==> src/srs_defines.svh <==
// timing counts and configuration encodings for the release sequencer
`ifndef SRS_DEFINES_SVH
`define SRS_DEFINES_SVH
`define SRS_CLK_HZ        32'd200_000_000
`define SRS_TICK_CYCLES   (`SRS_CLK_HZ)
`define SRS_MIN_SECONDS   32'd60
`define SRS_PREDIS_DEF    8'h1E
`define SRS_SOL_MIN_DEF   8'h0A
`define SRS_CHIRP_CYCLES  32'd50_000_000
`define SRS_WARBLE_CYCLES 32'd25_000_000
`define SRS_PULSE_CYCLES  32'd100_000_000
`define SRS_ADDR_CTRL     12'h000
`define SRS_ADDR_PREDIS   12'h004
`define SRS_ADDR_SOL      12'h008
`define SRS_ADDR_STATUS   12'h00C
`define SRS_ADDR_FAULT    12'h010
`define SRS_CTRL_RESET    32'h0000_0000
`define SRS_CTRL_MODE_LSB 0
`define SRS_CTRL_ABT_LSB  2
`define SRS_CTRL_RST_BIT  4
`define SRS_CTRL_REL_LSB  8
`define SRS_CTRL_ALM_LSB  12
`endif

==> src/srs_pkg.sv <==
// types for the release sequencer
package srs_pkg;
	typedef enum logic [1:0] {
		SRS_DET_CROSS = 2'h0,
		SRS_DET_SEQ   = 2'h1,
		SRS_DET_SINGLE_ONLY = 2'h2,
		SRS_DET_OFF   = 2'h3
	} srs_det_e;
	typedef enum logic [1:0] {
		SRS_ABT_HOLD    = 2'h0,
		SRS_ABT_RESTART = 2'h1,
		SRS_ABT_NONE    = 2'h2,
		SRS_ABT_PAUSE   = 2'h3
	} srs_abt_e;
	typedef enum logic [3:0] {
		SRS_ST_IDLE    = 4'b0001,
		SRS_ST_PREDIS  = 4'b0010,
		SRS_ST_RELEASE = 4'b0100,
		SRS_ST_HOLD    = 4'b1000
	} srs_state_e;
	typedef enum logic [1:0] {
		SRS_PZ_OFF  = 2'h0,
		SRS_PZ_ON   = 2'h1,
		SRS_PZ_TONE = 2'h2
	} srs_pz_e;
	typedef struct packed {
		logic [1:0] det_cnt_a;
		logic [1:0] det_cnt_b;
		logic [1:0] single_trip;
		logic       manual_rel;
		logic       abort;
		logic       superv;
		logic [2:0] alarm_in;
	} srs_in_s;
	typedef struct packed {
		logic led_alarm;
		logic led_superv;
		logic led_trouble;
		logic normal;
		logic piezo;
	} srs_ind_s;
	typedef logic [3:0] srs_rel_t;
endpackage : srs_pkg

==> src/srs_sequencer.sv <==
// release sequencer: detection, delay, release, solenoid and indicators
//
// The address map and the APB interface to the registers were decided locally.
`timescale 1ns/1ps
`include "srs_defines.svh"
module srs_sequencer (
	// apb
	input  wire logic          pclk,
	input  wire logic          presetn,
	input  wire logic          psel,
	input  wire logic          penable,
	input  wire logic          pwrite,
	input  wire logic [11:0]   paddr,
	input  wire logic [31:0]   pwdata,
	output logic      [31:0]   prdata,
	output logic               pready,
	output logic               pslverr,
	// field inputs, asynchronous
	input  wire srs_pkg::srs_in_s field_in,
	input  wire logic [7:0]    fault_latch_in,
	input  wire logic [7:0]    fault_clear_in,
	// outputs
	output srs_pkg::srs_rel_t  rel_out,
	output logic               solenoid,
	output srs_pkg::srs_ind_s  ind
);
	import srs_pkg::*;

	localparam int W = $bits(srs_in_s) + 16;

	// overview of the data path:
	// field contacts -> three-stage filter -> detection decode
	// detection decode -> sequencer states -> release and solenoid
	// fault lines and abort -> trouble tracking
	// states and conditions -> indicator and piezo outputs
	// every output below is registered so pins never glitch
	// the filter costs about four cycles, negligible at field speeds,
	// and keeps metastability away from the state machine
	// W covers the struct plus both eight-bit fault buses

	// a bit only moves when stages two and three agree, so a single
	// sampled glitch on a contact never reaches the decode logic
	// limitation: a contact must hold for at least two cycles
	// reset clears every stage, so all contacts read as inactive
	// until the filter has filled after reset is released
	// three-stage input sync, change accepted when stages 2 and 3 agree
	logic [W-1:0] s1_reg, s2_reg, s3_reg, in_reg;
	always_ff @(posedge pclk or negedge presetn) begin
		if (!presetn) begin
			s1_reg <= '0;
			s2_reg <= '0;
			s3_reg <= '0;
			in_reg <= '0;
		end else begin
			s1_reg <= {field_in, fault_latch_in, fault_clear_in};
			s2_reg <= s1_reg;
			s3_reg <= s2_reg;
			for (int i = 0; i < W; i++) begin
				if (s2_reg[i] == s3_reg[i])
					in_reg[i] <= s3_reg[i];
			end
		end
	end

	// filtered views of the inputs
	// upper bits carry the field struct, lower the two fault buses
	// only these filtered values are used past this point
	srs_in_s    fin;
	wire [7:0]  flt_latch = in_reg[15:8];
	wire [7:0]  flt_clear = in_reg[7:0];
	assign fin = in_reg[W-1:16];


	// register file notes:
	// access edge is psel and penable together, no wait states
	// pready is one pulse, raised in the first access cycle
	// the system reset bit is a strobe and never reads back set
	// unmapped offsets answer with pslverr and read as zero
	// writes to unmapped offsets are dropped without side effects
	// control fields: mode, abort type, reset strobe, masks
	// registers
	logic [31:0] ctrl_reg, ctrl_next;
	logic [7:0]  predis_reg, sol_reg;
	logic        acc;
	assign acc = psel & penable;
	wire wr = acc & pwrite;
	wire hit_ctrl   = paddr == `SRS_ADDR_CTRL;
	wire hit_predis = paddr == `SRS_ADDR_PREDIS;
	wire hit_sol    = paddr == `SRS_ADDR_SOL;
	wire hit_stat   = paddr == `SRS_ADDR_STATUS;
	wire hit_flt    = paddr == `SRS_ADDR_FAULT;
	wire hit_any = hit_ctrl | hit_predis | hit_sol | hit_stat | hit_flt;
	wire sys_reset = wr & hit_ctrl & pwdata[`SRS_CTRL_RST_BIT];
	always_comb begin
		ctrl_next = ctrl_reg;
		if (wr && hit_ctrl)
			ctrl_next = pwdata & ~(32'h0000_0001 << `SRS_CTRL_RST_BIT);
	end

	// control field views
	// mode and abort type use the package encodings
	// release and alarm masks select which circuits take part
	// bits outside the fields read back as written
	wire [1:0] mode_a = ctrl_reg[`SRS_CTRL_MODE_LSB +: 2];
	wire [1:0] abt_ty = ctrl_reg[`SRS_CTRL_ABT_LSB +: 2];
	wire [3:0] rel_cfg = ctrl_reg[`SRS_CTRL_REL_LSB +: 4];
	wire [2:0] alm_cfg = ctrl_reg[`SRS_CTRL_ALM_LSB +: 3];


	// detection notes:
	// cross-zone wants both circuits, sequential wants a total of two
	// single-trip detectors only count when the circuits are sequential
	// modes two and three never start a countdown on their own
	// any_det feeds the premature abort check below
	// detection
	wire a_on = fin.det_cnt_a != 2'h0;
	wire b_on = fin.det_cnt_b != 2'h0;
	wire [2:0] det_sum = {1'b0, fin.det_cnt_a} + {1'b0, fin.det_cnt_b};
	wire cross_ok = (mode_a == SRS_DET_CROSS) & a_on & b_on;
	wire seq_ok = (mode_a == SRS_DET_SEQ) & (det_sum >= 3'h2);
	wire single_ok = (mode_a == SRS_DET_SEQ) & (|fin.single_trip);
	wire det_ok = cross_ok | seq_ok | single_ok;
	wire any_det = a_on | b_on | (|fin.single_trip);


	// sequencer notes:
	// idle waits for detection or manual release
	// predis counts down seconds, abort type shapes the count
	// hold is the abort-hold state: count ran out while abort held
	// release is sticky; only the reset strobe leaves it
	// manual release wins over everything except the reset strobe
	// the reset strobe wins over every transition in the same cycle
	// tick is one second of pclk, counted only outside idle
	// the second counter reloads from the delay register while idle
	// state machine
	srs_state_e st_reg, st_next;
	logic [31:0] tick_reg;
	logic [7:0]  sec_reg;
	logic [7:0]  min_reg;
	logic [5:0]  minsec_reg;
	logic        sol_reg_on;
	logic        det_seen_reg;
	wire tick = tick_reg == `SRS_TICK_CYCLES - 32'd1;
	wire abt_act = fin.abort & (abt_ty != SRS_ABT_NONE);
	wire cnt_done = sec_reg == 8'h00;

	always_comb begin
		st_next = st_reg;
		unique case (st_reg)
			SRS_ST_IDLE: begin
				if (fin.manual_rel)
					st_next = SRS_ST_RELEASE;
				else if (det_ok)
					st_next = SRS_ST_PREDIS;
			end
			SRS_ST_PREDIS: begin
				if (fin.manual_rel)
					st_next = SRS_ST_RELEASE;
				else if (cnt_done && !abt_act)
					st_next = SRS_ST_RELEASE;
				else if (cnt_done && abt_act)
					st_next = SRS_ST_HOLD;
			end
			SRS_ST_HOLD: begin
				if (fin.manual_rel || !fin.abort)
					st_next = SRS_ST_RELEASE;
			end
			SRS_ST_RELEASE: st_next = SRS_ST_RELEASE;
		endcase
		if (sys_reset)
			st_next = SRS_ST_IDLE;
	end


	// solenoid timing:
	// entering release loads the minute count and clears the seconds
	// a zero minute setting still gives one full minute on
	// the reset strobe drops the solenoid in the same cycle
	// det_seen remembers any detection since the last reset strobe
	wire entering_rel = (st_next == SRS_ST_RELEASE) &&
		(st_reg != SRS_ST_RELEASE);
	always_ff @(posedge pclk or negedge presetn) begin
		if (!presetn) begin
			st_reg       <= SRS_ST_IDLE;
			tick_reg     <= 32'h0000_0000;
			sec_reg      <= 8'h00;
			min_reg      <= 8'h00;
			minsec_reg   <= 6'h00;
			sol_reg_on   <= 1'b0;
			det_seen_reg <= 1'b0;
		end else begin
			st_reg   <= st_next;
			tick_reg <= (tick || st_next == SRS_ST_IDLE && st_reg ==
				SRS_ST_IDLE) ? 32'h0000_0000 : tick_reg + 32'd1;
			if (any_det)
				det_seen_reg <= 1'b1;
			if (st_reg == SRS_ST_IDLE)
				sec_reg <= predis_reg;
			else if (st_reg == SRS_ST_PREDIS && abt_act &&
				abt_ty == SRS_ABT_RESTART)
				sec_reg <= predis_reg;
			else if (st_reg == SRS_ST_PREDIS && tick && !cnt_done &&
				!(abt_act && abt_ty == SRS_ABT_PAUSE))
				sec_reg <= sec_reg - 8'h01;
			if (entering_rel) begin
				sol_reg_on <= 1'b1;
				min_reg    <= sol_reg;
				minsec_reg <= 6'h00;
			end else if (sol_reg_on && tick) begin
				if (minsec_reg == 6'(`SRS_MIN_SECONDS - 32'd1)) begin
					minsec_reg <= 6'h00;
					if (min_reg <= 8'h01)
						sol_reg_on <= 1'b0;
					min_reg <= min_reg - 8'h01;
				end else
					minsec_reg <= minsec_reg + 6'h01;
			end
			if (sys_reset) begin
				sol_reg_on   <= 1'b0;
				// a detection in the strobe cycle still counts
				det_seen_reg <= any_det;
			end
		end
	end


	// trouble notes:
	// latching faults stay until the reset strobe after they clear
	// self-clearing faults follow their input through the filter
	// an abort seen before any detection latches as trouble
	// normal is simply the inverse of trouble, so they never overlap
	// trouble tracking
	logic [7:0] latched_reg;
	logic       pre_abort_reg;
	always_ff @(posedge pclk or negedge presetn) begin
		if (!presetn) begin
			latched_reg   <= 8'h00;
			pre_abort_reg <= 1'b0;
		end else begin
			// set wins over the reset clear
			latched_reg <= (sys_reset ? 8'h00 : latched_reg) |
				flt_latch;
			pre_abort_reg <= (sys_reset ? 1'b0 : pre_abort_reg) |
				(fin.abort & ~det_seen_reg & ~any_det);
		end
	end
	// a fault line that pulses for only one sampled cycle is missed
	// clearing faults follow the condition and drop once it is gone
	wire trouble = (|latched_reg) | (|flt_clear) | pre_abort_reg;
	wire superv = fin.superv;
	wire pre_or_rel = st_reg != SRS_ST_IDLE;
	wire alarm = (|(fin.alarm_in & alm_cfg)) & ~pre_or_rel;


	// piezo notes:
	// one free-running counter feeds all three patterns
	// chirp is a short burst each period, warble a square wave,
	// pulse a half-duty tone; trouble is a steady tone
	// patterns are registered so the piezo output never glitches
	// priority: predis or release, alarm, supervisory, trouble
	// trade-off: patterns are not phase aligned to state entry,
	// so the first period after a state change may be short
	// piezo pattern generators
	logic [31:0] pz_cnt_reg;
	logic        chirp_reg, warble_reg, pulse_reg;
	always_ff @(posedge pclk or negedge presetn) begin
		if (!presetn) begin
			pz_cnt_reg <= 32'h0000_0000;
			chirp_reg  <= 1'b0;
			warble_reg <= 1'b0;
			pulse_reg  <= 1'b0;
		end else begin
			pz_cnt_reg <= (pz_cnt_reg == `SRS_PULSE_CYCLES - 32'd1) ?
				32'h0000_0000 : pz_cnt_reg + 32'd1;
			chirp_reg  <= pz_cnt_reg < `SRS_CHIRP_CYCLES / 32'd10;
			warble_reg <= (pz_cnt_reg % `SRS_WARBLE_CYCLES) <
				`SRS_WARBLE_CYCLES / 32'd2;
			pulse_reg  <= pz_cnt_reg < `SRS_PULSE_CYCLES / 32'd2;
		end
	end

	// pattern select:
	// states first, then alarm, then supervisory, then trouble
	// silent only when nothing is active
	// combinational mux, registered at the output stage
	logic pz_val;
	always_comb begin
		if (pre_or_rel)
			pz_val = chirp_reg;
		else if (alarm)
			pz_val = pulse_reg;
		else if (superv)
			pz_val = warble_reg;
		else if (trouble)
			pz_val = 1'b1;
		else
			pz_val = 1'b0;
	end


	// output notes:
	// prdata is loaded in the setup cycle and held until the next read
	// rel_out and the red led look at the next state so they rise
	// together with the state change into release
	// ind.normal goes high at the first edge after reset if no trouble
	// the solenoid output is masked by the reset strobe directly
	// outputs and register file

	// status word:
	// [3:0] one-hot state, [4] alarm, [5] supervisory,
	// [6] trouble, upper bits read as zero
	// fault word: [15:8] latched faults, [7:0] live clearing faults
	// values are sampled at setup, so a read shows one instant
	wire [31:0] status_w = {24'h00_0000, 1'b0, trouble, superv, alarm,
		st_reg};
	logic [31:0] rd_w;
	assign rd_w = hit_ctrl ? ctrl_reg :
		hit_predis ? {24'h00_0000, predis_reg} :
		hit_sol ? {24'h00_0000, sol_reg} :
		hit_stat ? status_w :
		hit_flt ? {16'h0000, latched_reg, flt_clear} : 32'h0000_0000;
	always_ff @(posedge pclk or negedge presetn) begin
		if (!presetn) begin
			ctrl_reg   <= `SRS_CTRL_RESET;
			predis_reg <= `SRS_PREDIS_DEF;
			sol_reg    <= `SRS_SOL_MIN_DEF;
			prdata     <= 32'h0000_0000;
			pready     <= 1'b0;
			pslverr    <= 1'b0;
			rel_out    <= '0;
			solenoid   <= 1'b0;
			ind        <= '0;
		end else begin
			ctrl_reg <= ctrl_next;
			if (wr && hit_predis)
				predis_reg <= pwdata[7:0];
			if (wr && hit_sol)
				sol_reg <= pwdata[7:0];
			pready  <= psel & ~penable;
			pslverr <= psel & ~penable & ~hit_any;
			prdata  <= (psel && !penable && !pwrite) ? rd_w : prdata;
			rel_out <= (st_next == SRS_ST_RELEASE) ? rel_cfg : 4'h0;
			solenoid <= sol_reg_on & ~sys_reset;
			ind.led_alarm   <= (st_next != SRS_ST_IDLE) | alarm;
			ind.led_superv  <= superv;
			ind.led_trouble <= trouble;
			ind.normal      <= ~trouble;
			ind.piezo       <= pz_val;
		end
	end
endmodule : srs_sequencer

==> config.mk <==
export PLATFORM = sky130hd
export DESIGN_NAME = srs_sequencer
export DESIGN_NICKNAME = d
export VERILOG_FILES = /design/src/srs_pkg.sv /design/src/srs_sequencer.sv
export VERILOG_INCLUDE_DIRS = /design/src
export SDC_FILE = /design/constraint.sdc
export NUM_CORES = 1
export LEC_CHECK = 0
export BUFFER_PORTS_ARGS = -buffer_cell sky130_fd_sc_hd__buf_4
export CAP_MARGIN = 20
export CELL_PAD_IN_SITES_DETAIL_PLACEMENT = 0
export CELL_PAD_IN_SITES_GLOBAL_PLACEMENT = 1
export CORE_ASPECT_RATIO = 0.6
export CORE_MARGIN = 1.5
export CORE_UTILIZATION = 51
export DETAILED_ROUTE_END_ITERATION = 6
export PLACE_DENSITY_LB_ADDON = 0.05
export SYNTH_ARGS = -nofsm -noshare
export SYNTH_HDL_FRONTEND = slang
export SYNTH_SLANG_ARGS = --single-unit
==> constraint.sdc <==
create_clock -name pclk -period 14.3 [get_ports pclk]
set_input_delay 1.43 -clock pclk [delete_from_list [all_inputs] [get_ports pclk]]
set_output_delay 1.43 -clock pclk [all_outputs]
set_load 0.02 [all_outputs]
==> impl_results.md <==
- Worst-Skew Late Latency: 0.56 ns
- Hold path startpoint: s1_reg[0]
- Primary FF master, synth: dfrtp_1
- Slowest cell on the critical path: mux2i_2
- Vias per Instance: 6.05
- Synthesized flop and latch total: 307
- GRT Total Usage: 27.8%
- Syn avg cell area: 9.19 um^2
- Crit path capture type: flip-flop
- Height of the die: 148 um
- Number of fill cells: 2949
- Fin nets: 2109
- Register area share after synthesis: 43.3%
- # clock sinks: 307
- Commonest non-fill, non-tap cells in the layout: 313 x nand2_1, 300 x dfrtp_1, 185 x nor2_1
- Syn Std Cell Area: 17800 um^2
- Post-synthesis async set-or-reset flop share: 100%
- Worst-Margin Slew: 1.11 ns
- Die width: 244 um
- Number of I/O pins: 121
- First-pass GRT wire length: 80200 um
- PD cells: 94.1 nW/um^2
- Antenna Cells: 0
- CTS root buf: clkbuf_16
- Post-CTS Setup Inserts: 0
- Switching power: 446 uW
- RSZ-0062 raised after global routing: no
- Pwr Total: 1890 uW
- Max incr delay on CP: 0.66 ns
- CP Buf/Inv Count: 0
- R2R Path Start: pz_cnt_reg[14]
- Startpoint Class: flip-flop
- Post-route ant nets: 0
- Iteration-0 DRC Markers: 1344
- Design area: 20100 um^2
- Hold_buf cts: 0
- Clock transition at path regs: 0.07 ns
- Crit path from: pz_cnt_reg[14]
- CTS tree: built
- Detailed Routing Iterations Pass 1: 5
- Slew headroom: 25.9%
- Crit path DAT: 13.38 ns
- Fin. Hold Viols: 0
- Syn_nets: 2018
- DR WL/cell: 20.1 um
- VDD IR-drop max: 0.0997 mV
- Initial Util: 52.2%
- Hold Path Class: reg2reg
- Int Pwr: 1440 uW
- Initial antenna violation count: 0
- Final-report max-slew violation count: 0
- Skew final: 0.0107 ns
- Core footprint: 34000 um^2
- Vias in the first global route: 14200
- Routability cong.: 0.928
- Multi-input gate area: 9630 um^2
- # resized after CTS: 0
- Final WL: 50300 um
- Crit Path Category: reg2reg
- Top delay family on crit path: compound AO/OA/AOI/OAI gates
- Die area: 36000 um^2
- Via Count: 15200
- Critical Path RT: 14.74 ns
- # rows: 52
- Layout cell share with drive strength beyond 1: 14.6%
- Largest net degree at the start of global routing: 181
- TritonCTS Buffers: 29
- Sum Neg Setup Slack: 0 ns
- Max FO, Critical Path: 16
- Fmax achieved: 0.0772 GHz
- Most common cell after layout, fill and taps aside: nand2_1
- Yosys Warn Count: 0
- IO Port Bufs: 120
- Total grt overflow: 0
- Crit share post-route: 90.5%
- Clock H-tree levels: 1
- Max_cap viols: 0
- Number of remaining DRC errors: 0
- Synth Instances: 1933
- Number of flops mapped to enable cells by yosys: 0
- Clock Path Buffers: 3
- Seq pwr share: 49.1%
- Placed cell areas: 19000 um^2
- Outcome: completed
- Minimum clock period: 12.95 ns
- Setup violators final: 0
- DP HPWL: 37200 um
- Area Growth Syn to Fin: 13.1%
- Leakage power: 0.00845 uW
- Synth cell types: 121
- Register Area: 7690 um^2
- Clock network power share: 44.5%
- Comb pwr share: 6.4%
- Net Sw Frac: 23.6%
power groups by stage:
stage	Clock [uW]	Sequential, uW	Combinational (uW)
after floorplan	0	934	60.6
after global placement	0	942	121
after detailed placement	0	943	122
after CTS	857	927	123
after global routing	896	931	137
final	841	928	122
cell type report:
cell class / count / area share, %
clock inverters: 18 / 1.34
multi-input cells: 1520 / 47.9
clock buffers: 36 / 3.89
flip-flops and latches: 307 / 38.3
repair buffers: 135 / 5.14
well taps: 459 / 2.86
inverters: 31 / 0.579
per-stage QoR:
stage	setup slack (ns)	hold slack, ns	instances	util (%)
6_report	1.35	0.349	2506	59.1
4_1_cts	1.68	0.349	2505	59.0
2_1_floorplan	4.47	0.331	1933	-
5_1_grt	0.607	0.353	2506	59.1
3_5_place_dp	1.71	0.335	2451	55.9
3_3_place_gp	2.09	0.332	2450	55.9
logic make-up after synthesis:
group | after synthesis | share of synthesized area [%]
multiplexers | 43 | 2.59
adder cells (fa/ha/maj) | 38 | 2.30
buffers and inverters | 106 | 2.56
AND/OR/NAND/NOR | 870 | 24.1
XOR/XNOR | 138 | 6.97
AO/OA/AOI/OAI | 431 | 18.1
flip-flops | 307 | 43.3
worst register-to-register path, delay by kind of cell, from the launching register on:
kind                     cells  cell delay (ns)
AO/OA/AOI/OAI               20             7.35
flip-flops                   1             0.57
multiplexers                 3             1.32
XOR/XNOR                     2             0.39
AND/OR/NAND/NOR              7             2.82
adder cells (fa/ha/maj)      1             0.42
per-layer routing:
metal | up-vias | global-route usage, % | share of wire, %
li1 | 7180 | - | -
met1 | 7438 | 45.7 | 51
met2 | 476 | 35.9 | 39
met3 | 57 | 7.82 | 8.4
met4 | 0 | 4.32 | 1.5
met5 | - | 0 | 0
synth_stat cells, types with 6 or more instances:
cell / instances / area [um^2]
a32o_1: 6 / 60.1
o21ai_0: 89 / 445
nor3_1: 48 / 240
nor2b_1: 8 / 50.1
nand3b_1: 6 / 45.0
xor2_1: 54 / 473
or4_1: 11 / 82.6
or2_2: 12 / 75.1
xnor2_1: 80 / 701
o211ai_1: 12 / 90.1
buf_2: 9 / 45.0
a222oi_1: 7 / 70.1
nor4_1: 27 / 169
and2_1: 28 / 175
inv_1: 29 / 109
a21o_1: 24 / 180
and3_1: 31 / 194
buf_4: 6 / 45.0
a41oi_1: 8 / 70.1
nor2_1: 185 / 694
nor4b_1: 6 / 52.6
and4_1: 8 / 70.1
clkbuf_1: 52 / 195
dfstp_2: 7 / 184
o21ai_1: 11 / 55.1
a211oi_1: 15 / 113
nand2b_1: 23 / 144
nor3_2: 6 / 60.1
maj3_1: 30 / 300
dfrtp_1: 300 / 7510
nand4_1: 23 / 144
mux2_2: 20 / 225
o31ai_1: 13 / 97.6
a31oi_1: 16 / 100
o31a_1: 14 / 123
o21a_1: 17 / 128
nand3_1: 81 / 405
a21oi_1: 72 / 360
ha_1: 7 / 87.6
nand2_1: 313 / 1170
a22oi_1: 16 / 120
mux2i_1: 21 / 210
or3_1: 20 / 125
path summary, 6_finish.rpt:
path / to / slack, ns / cells past startpoint
worst min-delay path: s2_reg[0] / 0.35 / 0
max in group asynchronous: latched_reg[5] / 11.83 / 2
worst max-delay path: warble_reg / 1.35 / 33
worst min register to register: s2_reg[0] / 0.35 / 0
worst max register to register: warble_reg / 1.35 / 33
min in group asynchronous: prdata[24] / 0.97 / 1
Power figures use the tool's default switching activity.
